$ cat src/verilog/ptds_cfg.svh
// Register offsets, status bit positions and reset values for the sensor data path.
`ifndef PTDS_CFG_SVH
`define PTDS_CFG_SVH
`define PTDS_ADDR_STATUS_ALIAS 8'h00
`define PTDS_ADDR_P_HIGH       8'h01
`define PTDS_ADDR_P_MID        8'h02
`define PTDS_ADDR_P_LOW        8'h03
`define PTDS_ADDR_T_HIGH       8'h04
`define PTDS_ADDR_T_LOW        8'h05
`define PTDS_ADDR_STATUS       8'h06
`define PTDS_ADDR_PD_HIGH      8'h07
`define PTDS_ADDR_PD_MID       8'h08
`define PTDS_ADDR_PD_LOW       8'h09
`define PTDS_ADDR_FIFO_STATUS  8'h0d
`define PTDS_ADDR_FIFO_DATA    8'h0e
`define PTDS_BIT_ANY_OW        7
`define PTDS_BIT_P_OW          6
`define PTDS_BIT_T_OW          5
`define PTDS_BIT_ANY_RDY       3
`define PTDS_BIT_P_RDY         2
`define PTDS_BIT_T_RDY         1
`define PTDS_FIFO_OFF          2'h0
`define PTDS_FIFO_CIRCULAR     2'h1
`define PTDS_FIFO_FULL_STOP    2'h2
`define PTDS_RESET_BYTE        8'h00
`endif

$ cat src/verilog/ptds_pkg.sv
// Types shared by the sensor data path.
`default_nettype none
package ptds_pkg;
   typedef enum logic [1:0] {
      PTDS_FIFO_OFF_E       = 2'b00,
      PTDS_FIFO_CIRCULAR_E  = 2'b01,
      PTDS_FIFO_FULL_STOP_E = 2'b10,
      PTDS_FIFO_SPARE_E     = 2'b11
   } ptds_fifo_mode_t;

   typedef struct packed {
      logic        anyOw;
      logic        pressure_overwritten;
      logic        temperature_overwritten;
      logic        anyRdy;
      logic        pRdy;
      logic        tRdy;
      logic [19:0] pressure;
      logic [11:0] temperature;
      logic [19:0] pressurePrev;
      logic [19:0] pressureDelta;
      logic [7:0]  rdData;
      logic        rdValid;
      logic [7:0]  status;
   } ptds_state_t;
endpackage
`default_nettype wire
$ cat src/verilog/ptds_data_status.sv
// Sample status flags, pressure, temperature and pressure delta read registers.
//
// Overview of operation
// - Any-ready flag bit 3 sets on new result; FIFO off, cleared by data high-byte reads.
// - With FIFO mode non-zero, any-ready clears on FIFO data reads instead.
// - Pressure-ready bit 2 sets per pressure sample; cleared by pressure high read, or by FIFO data read with FIFO on.
// - Temperature-ready bit 1 sets per temperature sample; cleared by its high read with FIFO off, by FIFO data read otherwise.
// - Status bits 4 and 0 have no function.
// - Any-ready and any-overwrite only generated while the ready event generator is enabled.
// - Pressure ready and overwrite only generated while pressure flag enable is 1.
// - Temperature ready and overwrite only generated while temperature flag enable is 1.
// - With FIFO mode 00 the data registers show the latest samples.
// - Pressure is unsigned Q18.2 over three bytes, low nibble of last byte reserved.
// - Pressure sits at 01h, 02h, 03h, most significant first.
// - Status and results occupy 00h to 05h for a six byte burst.
// - Temperature is signed Q8.4 at 04h and upper nibble of 05h.
// - Delta registers 07h to 09h hold newest minus previous pressure.
// - Delta uses the same 20-bit Q18.2 byte layout.
// - Delta keeps updating in every FIFO mode.
// - After reset all flags and data read zero; registers are read-only.
// - FIFO mode 00 off, 01 circular, 10 full stop.
// - Address 00h aliases data status with FIFO off, FIFO status otherwise.
// - Any-overwrite bit 7 sets when unread data is replaced; clears with ready flags.
// - Pressure overwrite bit 6, temperature overwrite bit 5 set on unread replacement.
`include "ptds_cfg.svh"
`default_nettype none
module ptds_data_status (
   input  wire logic        ref_clk,
   input  wire logic        rst_n,
   input  wire logic [1:0]  fifoMode,
   input  wire logic        readyEventGeneratorEnable,
   input  wire logic        pressureEventFlagEnable,
   input  wire logic        temperatureEventFlagEnable,
   input  wire logic        pressureDone,
   input  wire logic [19:0] pressureSample,
   input  wire logic        temperatureDone,
   input  wire logic [11:0] temperatureSample,
   input  wire logic        regRead,
   input  wire logic [7:0]  regAddr,
   input  wire logic [7:0]  fifoStatusByte,
   input  wire logic [7:0]  fifoDataByte,
   output logic      [7:0]  regRdData,
   output logic             regRdValid,
   output logic      [7:0]  sampleStatusFlags
);

   logic                  rstMeta;
   logic                  rstSyncN;
   ptds_pkg::ptds_state_t state_q;
   ptds_pkg::ptds_state_t state_d;

   // The release is resynchronised so every flag leaves reset on the same edge.
   always_ff @(posedge ref_clk or negedge rst_n) begin
      if (!rst_n) begin
         rstMeta  <= 1'b0;
         rstSyncN <= 1'b0;
      end else begin
         rstMeta  <= 1'b1;
         rstSyncN <= rstMeta;
      end
   end

   function automatic logic isRead(input logic rd, input logic [7:0] a, input logic [7:0] want);
      isRead = rd && (a == want);
   endfunction

   function automatic logic [7:0] statusByte(input ptds_pkg::ptds_state_t s);
      statusByte                     = 8'h00;
      statusByte[`PTDS_BIT_ANY_OW]   = s.anyOw;
      statusByte[`PTDS_BIT_P_OW]     = s.pressure_overwritten;
      statusByte[`PTDS_BIT_T_OW]     = s.temperature_overwritten;
      statusByte[`PTDS_BIT_ANY_RDY]  = s.anyRdy;
      statusByte[`PTDS_BIT_P_RDY]    = s.pRdy;
      statusByte[`PTDS_BIT_T_RDY]    = s.tRdy;
   endfunction

   logic fifoOff;
   logic clrP;
   logic clrT;
   logic clrAny;
   logic setP;
   logic setT;
   logic setAny;

   always_comb begin
      state_d = state_q;
      fifoOff = (fifoMode == `PTDS_FIFO_OFF);
      // With the FIFO on, its data port sits at 01h as well as at its own address.
      clrP    = fifoOff ? isRead(regRead, regAddr, `PTDS_ADDR_P_HIGH)
                        : (isRead(regRead, regAddr, `PTDS_ADDR_P_HIGH)
                           || isRead(regRead, regAddr, `PTDS_ADDR_FIFO_DATA));
      clrT    = fifoOff ? isRead(regRead, regAddr, `PTDS_ADDR_T_HIGH)
                        : clrP;
      clrAny  = clrP || clrT;
      setP    = pressureDone && pressureEventFlagEnable;
      setT    = temperatureDone && temperatureEventFlagEnable;
      setAny  = (pressureDone || temperatureDone) && readyEventGeneratorEnable;

      // A set in the same cycle as a clearing read wins, so no sample is missed.
      state_d.pressure_overwritten    = (setP && state_q.pRdy) || (state_q.pressure_overwritten && !clrP);
      state_d.temperature_overwritten    = (setT && state_q.tRdy) || (state_q.temperature_overwritten && !clrT);
      state_d.anyOw  = (setAny && state_q.anyRdy) || (state_q.anyOw && !clrAny);
      state_d.pRdy   = setP || (state_q.pRdy && !clrP);
      state_d.tRdy   = setT || (state_q.tRdy && !clrT);
      state_d.anyRdy = setAny || (state_q.anyRdy && !clrAny);

      if (pressureDone) begin
         state_d.pressure      = pressureSample;
         state_d.pressurePrev  = pressureSample;
         // Wraps modulo 2^20 when pressure falls; the format carries no sign.
         state_d.pressureDelta = pressureSample - state_q.pressurePrev;
      end
      if (temperatureDone) begin
         state_d.temperature = temperatureSample;
      end

      state_d.rdValid = regRead;
      state_d.rdData  = `PTDS_RESET_BYTE;
      if (regRead) begin
         case (regAddr)
            `PTDS_ADDR_STATUS_ALIAS:
               state_d.rdData = fifoOff ? statusByte(state_q) : fifoStatusByte;
            `PTDS_ADDR_P_HIGH:
               state_d.rdData = fifoOff ? state_q.pressure[19:12] : fifoDataByte;
            `PTDS_ADDR_P_MID:
               state_d.rdData = fifoOff ? state_q.pressure[11:4] : 8'h00;
            `PTDS_ADDR_P_LOW:
               state_d.rdData = fifoOff ? {state_q.pressure[3:0], 4'h0} : 8'h00;
            `PTDS_ADDR_T_HIGH:
               state_d.rdData = fifoOff ? state_q.temperature[11:4] : 8'h00;
            `PTDS_ADDR_T_LOW:
               state_d.rdData = fifoOff ? {state_q.temperature[3:0], 4'h0} : 8'h00;
            `PTDS_ADDR_STATUS:
               state_d.rdData = statusByte(state_q);
            `PTDS_ADDR_PD_HIGH:
               state_d.rdData = state_q.pressureDelta[19:12];
            `PTDS_ADDR_PD_MID:
               state_d.rdData = state_q.pressureDelta[11:4];
            `PTDS_ADDR_PD_LOW:
               state_d.rdData = {state_q.pressureDelta[3:0], 4'h0};
            `PTDS_ADDR_FIFO_STATUS:
               state_d.rdData = fifoStatusByte;
            `PTDS_ADDR_FIFO_DATA:
               state_d.rdData = fifoDataByte;
            default:
               state_d.rdData = 8'h00;
         endcase
      end
      state_d.status = statusByte(state_d);
   end

   always_ff @(posedge ref_clk or negedge rstSyncN) begin
      if (!rstSyncN) begin
         state_q <= '0;
      end else begin
         state_q <= state_d;
      end
   end

   assign regRdData         = state_q.rdData;
   assign regRdValid        = state_q.rdValid;
   assign sampleStatusFlags = state_q.status;

endmodule
`default_nettype wire

$ cat config.mk
export PLATFORM = sky130hd
export DESIGN_NAME = ptds_data_status
export DESIGN_NICKNAME = d
export VERILOG_FILES = /design/src/verilog/ptds_pkg.sv /design/src/verilog/ptds_data_status.sv
export VERILOG_INCLUDE_DIRS = /design/src /design/src/verilog
export SDC_FILE = /design/constraint.sdc
export NUM_CORES = 1
export LEC_CHECK = 0
export BUFFER_PORTS_ARGS = -buffer_cell sky130_fd_sc_hd__buf_2
export CELL_PAD_IN_SITES_DETAIL_PLACEMENT = 1
export CELL_PAD_IN_SITES_GLOBAL_PLACEMENT = 2
export CORE_MARGIN = 8
export CORE_UTILIZATION = 35
export CTS_BUF_LIST = sky130_fd_sc_hd__clkbuf_2
export CTS_CLUSTER_DIAMETER = 60
export DETAILED_ROUTE_END_ITERATION = 12
export HOLD_SLACK_MARGIN = 0.02
export PLACE_DENSITY = 0.93
export SETUP_SLACK_MARGIN = 0.5
export SLEW_MARGIN = 10
export SYNTH_ARGS = -nofsm -noshare
export SYNTH_HDL_FRONTEND = slang
export SYNTH_SLANG_ARGS = --single-unit
$ cat constraint.sdc
create_clock -name ref_clk -period 2.4 [get_ports ref_clk]
set_input_delay 0.72 -clock ref_clk [delete_from_list [all_inputs] [get_ports ref_clk]]
set_output_delay 0.72 -clock ref_clk [all_outputs]
set_load 0.1 [all_outputs]
* Yosys cells after proc, flatten, opt, wreduce, memory -nomap -nowiden
Index checks and enable logic that the tools add are counted.
** Word-level totals
- Logic and storage cells :: 65
- Output and inout port bits :: 17
- Register bits :: 75
** Operators by class
- Mux-type cells :: 10
- Equal/unequal tests :: 11
- Reductions and logical operators :: 29
- Add/subtract/negate cells :: 1
** Operator list (count)
- one-hot mux 8 bit (12 select lines) :: 1
- 2-to-1 mux 8 bit :: 7
- equality test 8 x 3 -> 1 bit, second input constant :: 4
- equality test 8 x 4 -> 1 bit, second input constant :: 4
- subtractor 20 bit :: 1
- equality test 8 x 2 -> 1 bit, second input constant :: 2
- logical AND 1 bit :: 15
- logical OR 1 bit :: 9
- equality test 8 x 1 -> 1 bit, second input constant :: 1
- logical NOT 8 bit :: 1
- logical NOT 1 bit :: 3
- logical NOT 2 bit :: 1
- 2-to-1 mux 1 bit :: 2

* Logic depth before layout (Yosys ltp)
- Word-level depth :: 9
- Mapped depth :: 9
- Depth with buffers taken out :: 9

* Worst setup path before layout
No wires, ideal clock.
- Path kind :: input to register
- From :: in pressureSample[0]
- To :: reg state_q[29] in the netlist's numbering
- Path buffers :: 0
- Slack :: -0.152 ns
- Arrival :: 2.481 ns
- Setup time :: 0.071 ns
- Cell stages on the path :: 9
- Data required time :: 2.329 ns
- Path through :: inv_1 ha_1 fa_1 nor2b_1 o211ai_1 a21oi_2 a41oi_1 or4_1 nand4_1
** On the way
- Cells in the longest elaborated chain, start to end :: 1
** RTL lines
- from (decl) :: line ptds_data_status.sv:35 : input wire logic [19:0] pressureSample,
- subtractor 20 bit :: line ptds_data_status.sv:111 : state_d.pressureDelta = pressureSample - state_q.pressurePrev;
- to (signal assigned) :: line ptds_data_status.sv:156 : state_q <= state_d;
- to (decl) :: line ptds_data_status.sv:49 : ptds_pkg::ptds_state_t state_q;
No other way between the ends.
A chain may end at the register's enable or synchronous reset.

* Worst setup path after layout
- From :: reg state_q[38] in the netlist's numbering
- To :: reg state_q[29] in the netlist's numbering
** On the way
- Cells in the longest elaborated chain, start to end :: 1
** RTL lines (line)
- subtractor 20 bit :: ptds_data_status.sv:111
No other way between the ends.

==> flow_summary_export.csv <==
group,metric,value,unit
detailed_routing,wl_per_cell,21.6,microns
worst_hold_path,min_path_type,"reg2async",
job,cap_violations,0,
global_routing,grt_overflow,0,
placed_design,gp_congestion,0.890,
layout,final_cell_area,6270,sq um
sta,finalWorstSetupSlack,-0.0360,ns
detailed_routing,via_count,4443,
die,start_util,35.3,%
yosys,synth_area_leaders,"dfrtp_1, mux2_2, ha_1",
yosys,syn_area_per_cell,9.02,sq um
yosys,synth_top_family_by_area,"compound AO/OA/AOI/OAI gates",
yosys,yosys.area_share.simple,16.4,%
placed_design,placed_cells,763,
yosys,synth.top_cell.area_share,37.5,%
global_routing,grt_usage,20.4,%
yosys,synth_compound_area_share,21.1,%
worst_setup_path,crit_type,"reg2reg",
power,total_power,3.69,mW
yosys,netlist_area,4600,sq um
placed_design,dpl_cell_area,5510,sq um
placed_design,dp_hpwl,12.7,mm
die,core_area,13000,sq um
yosys,synth.distinct_cells,67,
power,p_leak,2.77,nW
sta,period_needed,2.44,ns
layout,diodes,0,
clocking,path_clk_slew,0.22,ns
worst_setup_path,crit_fanout,3,
detailed_routing,firstDrtPassIters,5,
sta,setup_viol_count_final,1,
sta,maxSlewHeadroom,63.4,%
layout,syn_to_final_growth,36.4,%
layout,layout_commonest_cell,"buf_2",
clocking,clk_path_buf_depth,2,
yosys,ys.flop_type,"dfrtp_1",
yosys,yosysWarnings,0,
outcome,violations,"negative setup slack",
layout,layout_common_cells,"buf_2, dfrtp_1, buf_4",
yosys,synth_cells,510,
die,die_height,131,microns
detailed_routing,postRouteAntennaNets,0,
worst_setup_path,arrival,2.93,ns
die,boundaryPins,83,
sta,hold_ws,0.206,ns
clocking,cts-buffers-inserted,9,
detailed_routing,via_per_inst,5.55,
global_routing,grt_pass1_wl,26.4,mm
clocking,cts_root_buf,"clkbuf_2",
yosys,async_flop_share,100,%
worst_setup_path,start_kind,"flop",
yosys,synth-edff-count,0,
die,die_x,131,microns
sta,hold_viol_final,0,
detailed_routing,drc,0,
global_routing,antenna_found_initial,0,
sta,rsz0062_at_grt,"yes",
yosys,yosys.area.top_type,"dfrtp_1",
detailed_routing,drt-total-wl,17.3,mm
yosys,synth_seq_cells,69,
outcome,status,"complete, but fails checks",
worst_setup_path,crit_path_end_kind,"flop",
yosys,muxShareOfSynthArea,9.47,%
global_routing,grt_max_degree,60,
clocking,clkLatencyLatePin,0.61,ns
clocking,cts_tree,"done",
yosys,synth_adder_area_share,5.60,%
sta,worstMarginPinSlew,0.548,ns
global_routing,grt_pass1_vias,4895,
worst_setup_path,required,2.90,ns
sta,finClkSkew,0.0298,ns
clocking,cts_sinks,69,
worst_setup_path,reg2reg_slack,-0.04,ns
clocking,htreeDepth,3,
detailed_routing,drtIter0Drc,252,
yosys,yosysSeqAreaShare,37.5,%
layout,finalNonFillerCells,800,
sta,timing.fmax,411,MHz
die,rows,42,
power,irDropWorstVdd,0.272,mV
layout,final_net_count,705,
layout,drive_above_1_share,40.5,%
power,p_per_area,589,nW/um^2
die,dieArea,17100,sq um
sta,slew_viol_final,0,
yosys,synth-xor-area-share,1.90,%
placed_design,portBuffers,80,
sta,period_share,101,%
[flip-flops by register name (all words and copies together) (netlist names)]
| name | flops |
|---|---|
| regRdValid | 1 |
| regRdData | 8 |
| state_q | 52 |
| sampleStatusFlags | 6 |
| rstSyncN | 1 |
| rstMeta | 1 |
[kinds of logic after synthesis]
group                    Yosys count
AO/OA/AOI/OAI                    146
XOR/XNOR                          10
adder cells (fa/ha/maj)           20
buffers and inverters             73
flip-flops                        69
multiplexers                      39
other                              2
AND/OR/NAND/NOR                  151
[critical path, stage by stage, from the launching register on]
cell       delay, ns
dfrtp_1         0.46
buf_4           0.15
fa_2            0.36
nor2b_2         0.16
o211ai_1        0.15
a21oi_2         0.26
a41oi_2         0.19
buf_4           0.19
o2111ai_1       0.25
nand4_1         0.16
[cells in the mapped netlist, types with 12 or more instances]
master,instances
clkbuf_1,13
inv_1,27
nand3_1,13
nor3_1,14
a21oi_1,27
buf_4,17
dfrtp_1,69
nand2_1,60
mux2i_1,12
ha_1,19
mux2_2,26
nor2_1,24
buf_2,12
o21ai_0,37
[layer usage]
metal / track usage, % / share of wire [%] / routed length, microns / up-vias
li1: - / - / - / 2049
met1: 22.8 / 39 / 6760 / 2202
met2: 35.2 / 51 / 8760 / 140
met3: 4.46 / 5.7 / 992 / 52
met4: 12.0 / 4.5 / 782 / 0
met5: 0 / 0 / 0 / -
[metrics by stage]
stage	util (%)	TNS, ns	worst slack [ns]
after floorplan	-	0	0.000121
after CTS	46.8	0	0.113
after global routing	48.1	-0.0773	-0.0773
after detailed placement	42.3	-3.14	-0.420
final	48.1	-0.0360	-0.0360
after global placement	42.3	-1.59	-0.278
[power by group]
part           switching, mW  internal (mW)  leakage, nW
logic                  0.638          0.559         1.85
registers              0.139           1.31        0.816
clock network          0.488          0.556       0.0984
total                   1.27           2.43         2.77
[final timing paths]
check,depth (start not counted),endpoint,start
max,9,state_q[29],state_q[38]
min,0,state_q[58],rstSyncN
max reg2reg,9,state_q[29],state_q[38]
min reg2reg,0,state_q[58],rstSyncN
max in group asynchronous,1,sampleStatusFlags[1],rstSyncN
min in group ref_clk,1,regRdValid,regRead
[area by class of cell]
class                   instances  area (sq um)
clock buffers                  10          50.0
fillers                      1519          6760
clock inverters                 6           135
multi-input cells             369          2890
inverters                      27           109
flip-flops and latches         69          1740
repair buffers                143          1130
well taps                     176           220
[repair_timing]
action / in CTS / in global routing
hold buffers: 1 / 0
setup endpoints to repair: 30 / 31
pin swaps: 6 / 11
gates cloned: 0 / 0
gates resized for setup: 75 / 27
setup buffers: 16 / 4
endpoints found under the hold margin: 2 / 0
No activity file was read; power rests on OpenSTA's default activity.
